[config.mk]
export PLATFORM = sky130hd
export DESIGN_NAME = sprs_sequencer
export DESIGN_NICKNAME = d
export VERILOG_FILES = /design/src/design/sprs_pkg.sv /design/src/design/sprs_sequencer.sv
export SDC_FILE = /design/constraint.sdc
export NUM_CORES = 1
export LEC_CHECK = 0
export ABC_AREA = 0
export BUFFER_PORTS_ARGS = -buffer_cell sky130_fd_sc_hd__clkbuf_2
export CAP_MARGIN = 20
export CELL_PAD_IN_SITES_DETAIL_PLACEMENT = 1
export CELL_PAD_IN_SITES_GLOBAL_PLACEMENT = 1
export CORE_ASPECT_RATIO = 1.4
export CORE_MARGIN = 3
export CORE_UTILIZATION = 46
export DETAILED_ROUTE_END_ITERATION = 12
export HOLD_SLACK_MARGIN = 0.15
export PLACE_DENSITY_LB_ADDON = 0.1
export SYNTH_ARGS = -nofsm -noshare
export SYNTH_HDL_FRONTEND = slang
export SYNTH_SLANG_ARGS = --single-unit
[constraint.sdc]
create_clock -name clk -period 5.81 [get_ports clk]
set_clock_uncertainty 0.15 [all_clocks]
set_input_delay 1.162 -clock clk [delete_from_list [all_inputs] [get_ports clk]]
set_output_delay 1.162 -clock clk [all_outputs]
set_load 0.03 [all_outputs]
[src/design/sprs_pkg.sv]
// constants for the sensor power and reset sequencer (host side)
// assumes a 100 MHz system clock; times given in printed units
package sprs_pkg;
    localparam int unsigned CLK_MHZ        = 100;
    localparam int unsigned RAIL_STEP_US   = 100;
    localparam int unsigned HARD_RESET_MS  = 1;
    localparam int unsigned PLL_LOCK_MS    = 1;
    localparam int unsigned OFF_TIME_MS    = 100;
    localparam int unsigned INIT_EXTCLKS   = 150000;
    localparam int unsigned CLK_DIV        = 4;
    // edges from clock enable to first master clock rise
    localparam int unsigned MCLK_LAG       = 2;
    localparam int unsigned RAIL_STEP_CYC  = RAIL_STEP_US * CLK_MHZ;
    localparam int unsigned HARD_RESET_CYC = HARD_RESET_MS * 1000 * CLK_MHZ;
    localparam int unsigned PLL_LOCK_CYC   = PLL_LOCK_MS * 1000 * CLK_MHZ;
    localparam int unsigned OFF_TIME_CYC   = OFF_TIME_MS * 1000 * CLK_MHZ;
    localparam int unsigned INIT_CYC       = INIT_EXTCLKS * CLK_DIV;
    localparam int unsigned CNT_W          = 32;
    localparam int unsigned RAIL_W         = 5;
    localparam logic [15:0] CTRL_REG_ADDR  = 16'h301a;
    localparam int unsigned STREAM_BIT     = 2;
    // rail bits: 0 pll, 1 analog+pixel, 2 io, 3 core, 4 serial tx
    localparam logic [4:0]  RAILS_OFF      = 5'h00;
    localparam logic [4:0]  RAILS_ALL      = 5'h1f;
    typedef enum logic [3:0] {
        S_OFF      = 4'h0,
        S_RAILS_UP = 4'h1,
        S_RESET    = 4'h3,
        S_INIT     = 4'h2,
        S_CONFIG   = 4'h6,
        S_LOCK     = 4'h7,
        S_START    = 4'h5,
        S_STREAM   = 4'h4,
        S_STOP     = 4'hc,
        S_DRAIN    = 4'hd,
        S_RAILS_DN = 4'hf,
        S_COOL     = 4'he
    } sprs_state_t;
endpackage : sprs_pkg

[src/design/sprs_sequencer.sv]
// host-side power, clock, reset and streaming sequencer for an image sensor
// assumes register writes go through an outside serial master (wr_req/wr_ack)
//
// Operation
// - pll rail first, analog/pixel after 100us
// - then io, core, serial tx, 100us apart
// - pll rail never rises after others
// - master clock only after rails stable
// - hard reset held at least 1ms
// - wait 150000 clocks before configuring
// - wait 1ms pll lock before streaming
// - streaming bit set last on power-up
// - clear streaming bit before removing power
// - rails off serial, core, io, analog, pll
// - stay unpowered at least 100ms
`timescale 1ns/1ps
`default_nettype none
module sprs_sequencer #(
    parameter int unsigned RAIL_STEP_CYC  = sprs_pkg::RAIL_STEP_CYC,
    parameter int unsigned HARD_RESET_CYC = sprs_pkg::HARD_RESET_CYC,
    parameter int unsigned INIT_CYC       = sprs_pkg::INIT_CYC,
    parameter int unsigned PLL_LOCK_CYC   = sprs_pkg::PLL_LOCK_CYC,
    parameter int unsigned OFF_TIME_CYC   = sprs_pkg::OFF_TIME_CYC
) (
    input  wire logic        clk,
    input  wire logic        rst_b,
    input  wire logic        power_up,
    input  wire logic        power_down,
    input  wire logic        config_done,
    input  wire logic        standby_reached,
    input  wire logic        wr_ack,
    output logic [4:0]       rails_en,
    output logic             external_master_clock,
    output logic             sensor_reset_b,
    output logic             config_go,
    output logic             wr_req,
    output logic [15:0]      wr_addr,
    output logic [15:0]      wr_data,
    output logic             streaming,
    output logic             busy
);
    // ------------------------------------------------------------
    // input synchronisers
    // ------------------------------------------------------------
    logic [1:0] sync1_q;
    logic [1:0] sync2_q;
    always_ff @(posedge clk or negedge rst_b)
    begin
        if (!rst_b)
        begin
            sync1_q <= 2'h0;
            sync2_q <= 2'h0;
        end
        else
        begin
            sync1_q <= {standby_reached, config_done};
            sync2_q <= sync1_q;
        end
    end
    wire cfg_done_s = sync2_q[0];
    wire stby_s     = sync2_q[1];

    // ------------------------------------------------------------
    // master clock divider
    // ------------------------------------------------------------
    logic [1:0] div_q;
    logic [1:0] div_d;
    logic       mclk_q;
    logic       mclk_d;
    logic       clk_run;
    always_comb
    begin
        div_d  = clk_run ? div_q + 2'h1 : 2'h0;
        mclk_d = clk_run ? div_q[1] : 1'b0;
    end
    always_ff @(posedge clk or negedge rst_b)
    begin
        if (!rst_b)
        begin
            div_q  <= 2'h0;
            mclk_q <= 1'b0;
        end
        else
        begin
            div_q  <= div_d;
            mclk_q <= mclk_d;
        end
    end

    // ------------------------------------------------------------
    // sequence state machine
    // ------------------------------------------------------------
    sprs_pkg::sprs_state_t st_q;
    sprs_pkg::sprs_state_t st_d;
    logic [31:0] cnt_q;
    logic [31:0] cnt_d;
    logic [4:0]  rails_q;
    logic [4:0]  rails_d;
    logic        rst_q;
    logic        rst_d;
    logic        go_q;
    logic        go_d;
    logic        wr_q;
    logic        wr_d;
    logic        wdat_q;
    logic        wdat_d;
    logic        strm_q;
    logic        strm_d;
    logic        clkon_q;
    logic        clkon_d;
    logic        busy_q;
    logic        busy_d;
    logic        cnt_zero;
    assign cnt_zero = (cnt_q == 32'h0);
    // clock stops on the same edge that drops the first rail
    assign clk_run  = clkon_d;

    always_comb
    begin
        st_d    = st_q;
        cnt_d   = cnt_zero ? cnt_q : cnt_q - 32'h1;
        rails_d = rails_q;
        rst_d   = rst_q;
        go_d    = 1'b0;
        wr_d    = wr_q;
        wdat_d  = wdat_q;
        strm_d  = strm_q;
        clkon_d = clkon_q;
        case (st_q)
            sprs_pkg::S_OFF:
            begin
                if (power_up)
                begin
                    rails_d = 5'h01;
                    cnt_d   = RAIL_STEP_CYC - 1;
                    st_d    = sprs_pkg::S_RAILS_UP;
                end
            end
            sprs_pkg::S_RAILS_UP:
            begin
                if (cnt_zero)
                begin
                    if (rails_q == sprs_pkg::RAILS_ALL)
                    begin
                        clkon_d = 1'b1;
                        // hold counted from the first master clock rise
                        cnt_d   = HARD_RESET_CYC - 1 + sprs_pkg::MCLK_LAG;
                        st_d    = sprs_pkg::S_RESET;
                    end
                    else
                    begin
                        rails_d = {rails_q[3:0], 1'b1};
                        cnt_d   = RAIL_STEP_CYC - 1;
                    end
                end
            end
            sprs_pkg::S_RESET:
            begin
                if (cnt_zero)
                begin
                    rst_d = 1'b1;
                    cnt_d = INIT_CYC - 1;
                    st_d  = sprs_pkg::S_INIT;
                end
            end
            sprs_pkg::S_INIT:
            begin
                if (cnt_zero)
                begin
                    go_d = 1'b1;
                    st_d = sprs_pkg::S_CONFIG;
                end
            end
            sprs_pkg::S_CONFIG:
            begin
                if (cfg_done_s)
                begin
                    cnt_d = PLL_LOCK_CYC - 1;
                    st_d  = sprs_pkg::S_LOCK;
                end
            end
            sprs_pkg::S_LOCK:
            begin
                if (cnt_zero)
                begin
                    wr_d   = 1'b1;
                    wdat_d = 1'b1;
                    st_d   = sprs_pkg::S_START;
                end
            end
            sprs_pkg::S_START:
            begin
                if (wr_ack)
                begin
                    wr_d   = 1'b0;
                    strm_d = 1'b1;
                    st_d   = sprs_pkg::S_STREAM;
                end
            end
            sprs_pkg::S_STREAM:
            begin
                if (power_down)
                begin
                    wr_d   = 1'b1;
                    wdat_d = 1'b0;
                    st_d   = sprs_pkg::S_STOP;
                end
            end
            sprs_pkg::S_STOP:
            begin
                if (wr_ack)
                begin
                    wr_d   = 1'b0;
                    strm_d = 1'b0;
                    st_d   = sprs_pkg::S_DRAIN;
                end
            end
            sprs_pkg::S_DRAIN:
            begin
                if (stby_s)
                begin
                    rst_d   = 1'b0;
                    clkon_d = 1'b0;
                    rails_d = {1'b0, rails_q[3:0]};
                    st_d    = sprs_pkg::S_RAILS_DN;
                end
            end
            sprs_pkg::S_RAILS_DN:
            begin
                if (rails_q == sprs_pkg::RAILS_OFF)
                begin
                    cnt_d = OFF_TIME_CYC - 1;
                    st_d  = sprs_pkg::S_COOL;
                end
                else
                begin
                    rails_d = {1'b0, rails_q[4:1]};
                end
            end
            sprs_pkg::S_COOL:
            begin
                if (cnt_zero)
                begin
                    st_d = sprs_pkg::S_OFF;
                end
            end
            default:
            begin
                st_d = sprs_pkg::S_OFF;
            end
        endcase
        busy_d = (st_d != sprs_pkg::S_OFF) && (st_d != sprs_pkg::S_STREAM);
    end

    always_ff @(posedge clk or negedge rst_b)
    begin
        if (!rst_b)
        begin
            st_q    <= sprs_pkg::S_OFF;
            cnt_q   <= 32'h0;
            rails_q <= sprs_pkg::RAILS_OFF;
            rst_q   <= 1'b0;
            go_q    <= 1'b0;
            wr_q    <= 1'b0;
            wdat_q  <= 1'b0;
            strm_q  <= 1'b0;
            clkon_q <= 1'b0;
            busy_q  <= 1'b0;
        end
        else
        begin
            st_q    <= st_d;
            cnt_q   <= cnt_d;
            rails_q <= rails_d;
            rst_q   <= rst_d;
            go_q    <= go_d;
            wr_q    <= wr_d;
            wdat_q  <= wdat_d;
            strm_q  <= strm_d;
            clkon_q <= clkon_d;
            busy_q  <= busy_d;
        end
    end

    assign rails_en              = rails_q;
    assign external_master_clock = mclk_q;
    assign sensor_reset_b        = rst_q;
    assign config_go             = go_q;
    assign wr_req                = wr_q;
    assign wr_addr               = sprs_pkg::CTRL_REG_ADDR;
    assign wr_data               = {13'h0, wdat_q, 2'h0};
    assign streaming             = strm_q;
    assign busy                  = busy_q;

    // ------------------------------------------------------------
    // assertions
    // ------------------------------------------------------------
    a_pll_first: assert property (@(posedge clk) disable iff (!rst_b)
        (|rails_q[4:1]) |-> rails_q[0])
        else $error("pll rail off while another rail on");
    a_rail_step: assert property (@(posedge clk) disable iff (!rst_b)
        (st_q == sprs_pkg::S_RAILS_UP && rails_q != $past(rails_q))
        |-> cnt_q == RAIL_STEP_CYC - 1)
        else $error("rail step not spaced");
    a_clk_rails: assert property (@(posedge clk) disable iff (!rst_b)
        (clkon_q || mclk_q) |-> rails_q == sprs_pkg::RAILS_ALL)
        else $error("clock running without all rails");
    a_reset_hold: assert property (@(posedge clk) disable iff (!rst_b)
        $rose(rst_q) |-> $past(st_q) == sprs_pkg::S_RESET && $past(cnt_zero))
        else $error("reset released early");
    a_init_wait: assert property (@(posedge clk) disable iff (!rst_b)
        go_q |-> $past(st_q) == sprs_pkg::S_INIT && rst_q)
        else $error("configure before init wait");
    a_lock_wait: assert property (@(posedge clk) disable iff (!rst_b)
        $rose(wr_q) && wdat_q |-> $past(st_q) == sprs_pkg::S_LOCK)
        else $error("stream start before pll lock");
    a_stop_first: assert property (@(posedge clk) disable iff (!rst_b)
        $fell(rails_q[4]) |-> !strm_q && !rst_q)
        else $error("rails removed while streaming");
    a_rail_order: assert property (@(posedge clk) disable iff (!rst_b)
        $fell(rails_q[0]) |-> rails_q == sprs_pkg::RAILS_OFF)
        else $error("pll rail removed before others");
    a_off_time: assert property (@(posedge clk) disable iff (!rst_b)
        (st_q == sprs_pkg::S_COOL && !cnt_zero) |-> rails_q == sprs_pkg::RAILS_OFF)
        else $error("power during off time");
    c_stream: cover property (@(posedge clk) disable iff (!rst_b) $rose(strm_q));
    c_stop: cover property (@(posedge clk) disable iff (!rst_b) $fell(strm_q));
    c_cool: cover property (@(posedge clk) disable iff (!rst_b)
        st_q == sprs_pkg::S_COOL ##1 st_q == sprs_pkg::S_OFF);
endmodule : sprs_sequencer
`default_nettype wire

==> After elaboration in Yosys (flattened, before gate mapping) <==
Cells that the tools add are included.
{ "word_totals": {"ff_bits": 55, "out_inout_bits": 43} }
{ "classes": {"add_sub_neg": 2, "eq_ne": 24, "mux": 46, "n_bitwise": 1, "n_reduce_logical": 18} }
{ "ops": {"columns": ["operator", "count"], "rows": [
  ["$mux 32", 6],
  ["$pmux 32 s5", 1],
  ["$mux 4", 13],
  ["$pmux 4 s12", 1],
  ["$logic_not 32->1", 1],
  ["$sub 32x1->32 const B", 1],
  ["$mux 5", 5],
  ["$ne 2x2->1 const B", 10],
  ["$pmux 5 s4", 1],
  ["$mux 17", 1],
  ["$eq 4x3->1 const B", 4],
  ["$eq 4x4->1 const B", 4],
  ["$mux 1", 12],
  ["$reduce_and 6->1", 2],
  ["$reduce_and 3->1", 3],
  ["$eq 4x2->1 const B", 2],
  ["$pmux 1 s2", 4],
  ["$reduce_bool 4->1", 2],
  ["$reduce_bool 2->1", 3],
  ["$reduce_bool 3->1", 2],
  ["$eq 5x5->1 const B", 1],
  ["$logic_not 5->1", 1],
  ["$eq 4x1->1 const B", 1],
  ["$logic_not 4->1", 1],
  ["9 further kinds", 9]
]} }

==> Depth between registers and ports, before layout <==
Gate-level depths: netlist of the first run.
{ "depth": {"word_depth": 6, "mapped_depth": 11, "depth_no_buf": 9} }

==> Worst setup path before layout of the first run <==
No wires, ideal clock.
{ "synth_path": {"kind": "register to register", "from": "register cnt_q[16]", "to": "register busy_q (netlist: busy)", "setup_time_ns": 0.137, "arrival_ns": 2.544, "required_ns": 5.523, "setup_slack_ns": 2.978, "path_stages_with_launch": 9, "path_buffers": 2, "period_less_slack_ns": 2.832, "path_cell_list": "dfrtp_1 or4_4 or4_1 buf_2 nor4_4 buf_6 a21oi_1 or3_4 nand4bb_1"} }
{ "synth_via": {"elab_chain_cells": 5, "word_cells_on_any_way": 10} }
{ "synth_lines": {"columns": ["element", "line_no", "text"], "rows": [
  ["start, declared", "sprs_sequencer.sv:95", "logic [31:0] cnt_q;"],
  ["start signal, assigned", "sprs_sequencer.sv:273", "cnt_q <= cnt_d;"],
  ["$logic_not 32->1 (*)", "sprs_sequencer.sv:114", "assign cnt_zero = (cnt_q == 32'h0);"],
  ["$mux 4, on equally long branches", null, null],
  ["$pmux 4 s12 (*)", "sprs_sequencer.sv:129", "case (st_q)"],
  ["named net st_d[1]", "sprs_sequencer.sv:94", "sprs_pkg::sprs_state_t st_d;"],
  ["$ne 4x3->1 or $reduce_bool 4->1 (tied branches)", "sprs_sequencer.sv:252", "busy_d = (st_d != sprs_pkg::S_OFF) && (st_d != sprs_pkg::S_STREAM);"],
  ["$logic_and 1x1->1 (*)", "sprs_sequencer.sv:252", null],
  ["named net busy_d", "sprs_sequencer.sv:112", "logic busy_d;"],
  ["end signal, assigned", "sprs_sequencer.sv:281", "busy_q <= busy_d;"],
  ["end, declared", "sprs_sequencer.sv:111", "logic busy_q;"]
]} }
Mark *: on every way through the listed nets, which the timed path passes. The rest lies on a longest branch.
A chain may end at the register's enable or synchronous reset.

==> Worst setup path in the final report of the first run <==
{ "layout_path": {"from": "register cnt_q[16]", "to": "register cnt_q[30]"} }
{ "layout_via": {"elab_chain_cells": 4, "word_cells_on_any_way": 9} }
{ "layout_lines": {"columns": ["element", "line_no", "text"], "rows": [
  ["$sub 32x1->32 or $logic_not 32->1 (tied branches)", "sprs_sequencer.sv:121, sprs_sequencer.sv:114", null],
  ["$mux 32", "sprs_sequencer.sv:121", "cnt_d = cnt_zero ? cnt_q : cnt_q - 32'h1;"],
  ["$mux 32, on equally long branches", null, null],
  ["$pmux 32 s5 (*)", "sprs_sequencer.sv:129", null],
  ["named net cnt_d[30]", "sprs_sequencer.sv:96", "logic [31:0] cnt_d;"]
]} }
Marks and branches as above.

==> flow_summary.json, run 1 <==
{
  "rsz0062_at_grt": "no",
  "die_h_um": 106,
  "layout_common_cells": "dfrtp_1, nor2_1, nand2_1",
  "cp.depth": 7,
  "synth.yosys.warnings": 0,
  "grt_pass1_wl_um": 13400,
  "layout.nets": 390,
  "grt_pass1_vias": 2771,
  "postCtsResizedCells": 0,
  "cts_tree": "yes",
  "power_density_nw_per_um2": 275,
  "initialDrtViolationCount": 95,
  "synthFlopType": "dfrtp_1",
  "critPathLaunchType": "flip-flop",
  "cp.arrival_ps": 3960,
  "final_common_cell": "dfrtp_1",
  "peakVddDrop_v": 0.000120,
  "routed_wl_um": 7890,
  "fmax_mhz": 255,
  "post-route-worst-setup-slack_ps": 1890,
  "p_int_mw": 0.598,
  "post_cts_buffers": 0,
  "post-route-period-util_pct": 67.5,
  "numCtsBuffers": 5,
  "clock_path_buffers": 2,
  "synthCells": 376,
  "status": "completed",
  "use_met1_pct": 23.4,
  "reg2reg_depth": 7,
  "ios": 50,
  "cp_max_fo": 19,
  "slew_headroom_pct": 27.6,
  "timing.rr.start": "cnt_q[16]",
  "worst_hold_slack_ps": 215,
  "place_ws_ps": 1910,
  "place_congestion": 0.809,
  "route.vias.total": 2615,
  "power_frac_seq_pct": 53.9,
  "grt_max_degree": 56,
  "initial_core_util_pct": 48.6,
  "tns_ps": 0,
  "area_growth_pct": 2.33,
  "finalCriticalPeriod_ps": 3920,
  "clockRootBuffer": "clkbuf_8",
  "p_sw_mw": 0.325,
  "htree_levels": 2,
  "die_area_um2": 8190,
  "top_usage_layer": "met2",
  "drt-wirelength-per-cell_um": 16.6,
  "synth_edf_count": 0,
  "grtUsageMet3_pct": 2.56,
  "hold_viol": 0,
  "clockPowerShare_pct": 22.1,
  "worstPathRequired_ps": 5850,
  "drive_gt1_share_pct": 9.16,
  "syn-cell-area_um2": 3280,
  "grt_usage_pct": 20.2,
  "die_x_um": 77.3,
  "tightest_slew_ps": 1080,
  "crit_chain": "or4_4, or4_1, nor4_4, inv_2, a21oi_1, o21a_2, nor2_1",
  "critPathCaptureType": "flip-flop",
  "synth.ff_latch_count": 55,
  "ys_types": 53,
  "port_buffers": 18,
  "clk_latency_ps": 310,
  "crit_end": "cnt_q[30]",
  "power_frac_comb_pct": 24.0,
  "rows": 35,
  "drc": 0,
  "drtAntennaViolNets": 0,
  "power.total_mw": 0.923,
  "synthXorXnorAreaFrac_pct": 6.41,
  "synthMuxAreaShare_pct": 1.22,
  "timing.reg2reg.setup_slack_ps": 1890,
  "synthSimpleGateAreaFrac_pct": 23.6,
  "path_class": "reg2reg",
  "critPathTopFamily": "simple AND/OR/NAND/NOR gates",
  "p_leak_nw": 1.46,
  "yosys.area_share.adder_pct": 0.764,
  "antenna_found_initial": 0,
  "crit_path_start": "cnt_q[16]",
  "hold_path.class": "reg2reg",
  "dr.pass1.iters": 4,
  "cp_slowest_cell": "nor4_4",
  "ys_seq_area_share_pct": 42.0,
  "timing.rr.end": "cnt_q[30]",
  "cap_viol_max_count": 0,
  "synth-compound-area-share_pct": 14.9,
  "async_flop_share_pct": 100,
  "critPathBufInv": 1,
  "dpl.hpwl_um": 5920,
  "use_met2_pct": 37.9,
  "clkSlewWorstSetupHoldPaths_ps": 90,
  "slowest_delay_ps": 930,
  "via_per_inst": 5.52,
  "diodes": 0,
  "synth_top_family_by_area": "simple AND/OR/NAND/NOR gates",
  "syn_avg_cell_area_um2": 8.72,
  "postCtsHoldBufs": 0,
  "overflow": 0,
  "final-setup-viol-count": 0,
  "maxSlewViolCount": 0,
  "sw_frac_of_total_pct": 35.2,
  "core_area_um2": 6740,
  "cts.sinks": 55,
  "final_util_pct": 49.7
}
==> worst min-delay path by stage <==
stage                          start         end  slack (ps)  cells past startpoint
final                     sync1_q[0]  sync2_q[0]         210                      0
after global routing      sync1_q[0]  sync2_q[0]         240                      0
after CTS                 sync1_q[0]  sync2_q[0]         220                      0
after detailed placement  sync1_q[1]  sync2_q[1]         190                      0
after global placement    sync1_q[0]  sync2_q[0]         180                      0
after floorplan           sync1_q[0]  sync2_q[0]         180                      0
==> sequential cells by signal, indices dropped and copies added (netlist names) <==
register / cells
cnt_q: 32
config_go: 1
wr_req: 1
sync1_q: 2
st_q: 4
rails_en: 5
wdat_q: 1
busy: 1
div_q: 2
sync2_q: 2
sensor_reset_b: 1
clkon_q: 1
streaming: 1
external_master_clock: 1
==> power by group through the flow <==
stage / sequential (mW) / combinational, mW / clock, mW
6_report: 0.498 / 0.221 / 0.204
4_1_cts: 0.497 / 0.224 / 0.215
3_3_place_gp: 0.502 / 0.217 / 0
3_5_place_dp: 0.504 / 0.223 / 0
2_1_floorplan: 0.502 / 0.174 / 0
5_1_grt: 0.509 / 0.251 / 0.226
==> metal layers <==
| metal | vias up | share of wire [%] |
|---|---|---|
| met5 | - | 0 |
| met4 | 0 | 1.9 |
| met3 | 11 | 2.6 |
| met2 | 44 | 55 |
| met1 | 1307 | 41 |
| li1 | 1253 | - |
==> cells in the mapped netlist, types with 2 or more instances <==
cell type	n	area share, %
a21boi_0	2	0.46
a21oi_1	18	2.7
a22oi_1	3	0.69
a31oi_1	7	1.3
a41o_1	2	0.61
and2_1	2	0.38
and3_1	4	0.76
buf_2	3	0.46
buf_4	33	7.6
buf_6	2	0.69
clkbuf_1	12	1.4
conb_1	2	0.23
dfrtp_1	55	42
ha_1	2	0.76
inv_1	5	0.57
mux2i_1	4	1.2
nand2_1	33	3.8
nand2b_1	4	0.76
nand3_1	6	0.92
nand4_1	2	0.38
nor2_1	50	5.7
nor2b_1	10	1.9
nor3_1	18	2.7
nor3b_1	2	0.46
nor4_1	10	1.9
o211ai_1	5	1.1
o21a_1	2	0.46
o21ai_0	19	2.9
o21ai_1	3	0.46
o22ai_1	2	0.38
o311ai_0	2	0.53
o31ai_1	4	0.92
or2_2	2	0.38
or3_1	3	0.57
or4_1	3	0.69
xnor2_1	21	5.6
xor2_1	3	0.80
==> logic make-up after synthesis <==
logic type | after synthesis
muxes | 4
and+or+nand+nor | 155
buffers and inverters | 57
AOI/OAI and AO/OA | 77
other | 2
DFF | 55
adders and majority gates | 2
xor gates and xnor gates | 24
==> area by class of cell <==
type,instances,area (µm²)
Fill cell,863,3390
Clock buffer,7,76.3
Timing Repair Buffer,20,105
Inverter,6,22.5
Clock inverter,1,5.00
Sequential cell,55,1380
Multi-Input combinational cell,293,1650
Tap cell,92,115
==> through the flow <==
step                std cells  cell area [µm²]
finish                    474             3350
global route              474             3350
CTS                       474             3350
detailed placement        466             3270
global placement          466             3270
floorplan                 405             3390
Note: power is estimated with default switching activity, not from simulation.
==> inputs of run 2 (changes only) <==
--- a/config.mk
+++ b/config.mk
@@ -5,14 +5,14 @@
 export SDC_FILE = /design/constraint.sdc
 export NUM_CORES = 1
 export LEC_CHECK = 0
-export ABC_AREA = 0
+export ABC_AREA = 1
 export BUFFER_PORTS_ARGS = -buffer_cell sky130_fd_sc_hd__clkbuf_2
 export CAP_MARGIN = 20
 export CELL_PAD_IN_SITES_DETAIL_PLACEMENT = 1
 export CELL_PAD_IN_SITES_GLOBAL_PLACEMENT = 1
 export CORE_ASPECT_RATIO = 1.4
 export CORE_MARGIN = 3
-export CORE_UTILIZATION = 46
+export CORE_UTILIZATION = 42
 export DETAILED_ROUTE_END_ITERATION = 12
 export HOLD_SLACK_MARGIN = 0.15
 export PLACE_DENSITY_LB_ADDON = 0.1
==> constraint.sdc (replaced) <==
create_clock -name clk -period 3.95 [get_ports clk]
set_clock_uncertainty 0.15 [all_clocks]
set_input_delay 0.79 -clock clk [delete_from_list [all_inputs] [get_ports clk]]
set_output_delay 0.79 -clock clk [all_outputs]
set_load 0.03 [all_outputs]
==> run 2 against run 1 <==
  * Sequential cell count unchanged
  * Combinational power is 74% lower
  * Clock power is 120% higher
  * Via count rose by 26%
  * Fmax rose by 71%
  * Sequential power is 14% higher
  * Area after synthesis up 13%
  * Critical path depth grew 4
  * Count of clock-buffer cells in the layout is 2 lower
  * Largest power group unchanged
==> flow_summary.json, run 2 <==
{
  "status": "completed",
  "hold_viol": 0,
  "peakVddDrop_v": 0.000162,
  "cap_viol_max_count": 0,
  "route.vias.total": 3285,
  "reg2reg_depth": 11,
  "ys_types": 38,
  "rows": 40,
  "syn_avg_cell_area_um2": 6.98,
  "power.total_mw": 1.08,
  "routed_wl_um": 10100,
  "initialDrtViolationCount": 83,
  "die_area_um2": 10000,
  "yosysMostFrequentCell": "nand2_1",
  "cp_slowest_cell": "dfrtp_1",
  "critPathLaunchType": "flip-flop",
  "clockPowerShare_pct": 41.9,
  "timing.reg2reg.setup_slack_ps": 1650,
  "grt_pass1_vias": 3505,
  "p_sw_mw": 0.271,
  "cp.arrival_ps": 2320,
  "grtUsageMet3_pct": 2.59,
  "grt_usage_pct": 21.4,
  "final_common_cell": "nand2_1",
  "cp_max_fo": 11,
  "power_frac_seq_pct": 52.7,
  "final_util_pct": 45.9,
  "min_path_cells": 0,
  "clock_path_buffers": 2,
  "tightest_slew_ps": 539,
  "synth_area_leaders": "dfrtp_1, nand2_1, nor2_1, inv_1, buf_4",
  "dp_cells": 653,
  "use_met1_pct": 22.0,
  "clk_latency_ps": 300,
  "synth.yosys.warnings": 0,
  "synth_common_cells": "nand2_1, nor2_1, inv_1",
  "htree_levels": 2,
  "syn-cell-area_um2": 3710,
  "clockRootBuffer": "clkbuf_16",
  "p_int_mw": 0.805,
  "timing.rr.end": "busy",
  "place_congestion": 0.864,
  "sw_frac_of_total_pct": 25.2,
  "clkSlewWorstSetupHoldPaths_ps": 70,
  "critPathTopFamily": "simple AND/OR/NAND/NOR gates",
  "async_flop_share_pct": 100,
  "initial_core_util_pct": 43.1,
  "grt_max_degree": 24,
  "p_leak_nw": 2.04,
  "overflow": 0,
  "critPathCaptureType": "flip-flop",
  "cp_common_cell": "nand2_1",
  "postCtsHoldBufs": 0,
  "path_class": "reg2reg",
  "area_growth_pct": 6.40,
  "worst_hold_slack_ps": 207,
  "dpl.hpwl_um": 8390,
  "dr.pass1.iters": 4,
  "post-route-period-util_pct": 58.2,
  "timing.rr.start": "cnt_q[1]",
  "via_per_inst": 4.97,
  "crit_chain": "inv_1, ha_1, nand2_1, nor2_2, nand2_2, nor2_1, nand2_1, nand2_1, o2111ai_1, nor2_1, nand3_1",
  "final-setup-viol-count": 0,
  "numCtsBuffers": 5,
  "die_h_um": 117,
  "postLayoutCellArea_um2": 3950,
  "postCtsResizedCells": 0,
  "power_density_nw_per_um2": 272,
  "synthCells": 532,
  "antenna_found_initial": 0,
  "ios": 50,
  "largest_register_ffs": 32,
  "port_buffers": 18,
  "post-route-worst-setup-slack_ps": 1650,
  "finalNonFillerCells": 661,
  "drive_gt1_share_pct": 12.2,
  "fmax_mhz": 435,
  "synth.ff_latch_count": 55,
  "diodes": 0,
  "place_ws_ps": 1660,
  "worstPathRequired_ps": 3980,
  "top_register": "cnt_q",
  "drt-wirelength-per-cell_um": 15.3,
  "yosysTopAreaCell": "dfrtp_1",
  "finalCriticalPeriod_ps": 2300,
  "slowest_delay_ps": 380,
  "cts.sinks": 55,
  "layout_common_cells": "nand2_1, nor2_1, inv_1",
  "tns_ps": 0,
  "maxSlewViolCount": 0,
  "hp-start": "sync1_q[1]",
  "synth_edf_count": 0,
  "min_delay_worst_endpoint": "sync2_q[1]",
  "die_x_um": 85.5,
  "cts_tree": "yes",
  "ys_seq_area_share_pct": 37.1,
  "critPathBufInv": 1,
  "post_cts_buffers": 0,
  "power_frac_comb_pct": 5.4,
  "drtAntennaViolNets": 0,
  "use_met2_pct": 43.2,
  "synth_top_area_share_pct": 37.1,
  "top_usage_layer": "met2",
  "rsz0062_at_grt": "no",
  "hold_path.class": "reg2reg",
  "synthFlopType": "dfrtp_1",
  "drc": 0,
  "place_area_um2": 3810,
  "layout.nets": 564,
  "grt_pass1_wl_um": 16800,
  "slew_headroom_pct": 63.8,
  "core_area_um2": 8610
}
## run 2: power groups by stage
| stage | sequential [mW] | clock [mW] | combinational (mW) |
|---|---|---|---|
| floorplan | 0.578 | 0 | 0.0627 |
| global placement | 0.578 | 0 | 0.0579 |
| detailed placement | 0.578 | 0 | 0.0585 |
| CTS | 0.567 | 0.469 | 0.0585 |
| global route | 0.567 | 0.490 | 0.0634 |
| finish | 0.567 | 0.451 | 0.0581 |
## run 2: layer usage
layer	vias up	part of all wire, %
li1	1633	-
met1	1572	38
met2	56	56
met3	24	2.4
met4	0	3.6
met5	-	0
## run 2: area by class of cell
type	count	area (µm²)
Sequential cell	55	1380
Clock buffer	5	125
Fill cell	1164	4660
Clock inverter	3	18.8
Multi-Input combinational cell	386	1870
Inverter	87	329
Tap cell	105	131
Timing Repair Buffer	20	105
## run 2: how the worst max path moves through the flow
| stage | cells past startpoint | slack [ps] | start | end |
|---|---|---|---|---|
| 6_report | 11 | 1650 | cnt_q[1] | busy |
| 5_1_grt | 11 | 1390 | cnt_q[0] | busy |
| 4_1_cts | 11 | 1650 | cnt_q[0] | busy |
| 3_5_place_dp | 11 | 1660 | cnt_q[0] | busy |
| 3_3_place_gp | 11 | 1700 | cnt_q[0] | busy |
| 2_1_floorplan | 10 | 2070 | cnt_q[0] | cnt_q[0] |
## run 2: cell families (layout without fill, tap and decap cells)
kind of cell / after synthesis / in the layout / synth area share [%]
xor gates and xnor gates: 16 / 16 / 3.77
other: 2 / 31 / 0.202
and+or+nand+nor: 283 / 283 / 34.3
DFF: 55 / 55 / 37.1
buffers and inverters: 120 / 115 / 15.6
adders and majority gates: 2 / 2 / 0.674
AOI/OAI and AO/OA: 54 / 54 / 8.32
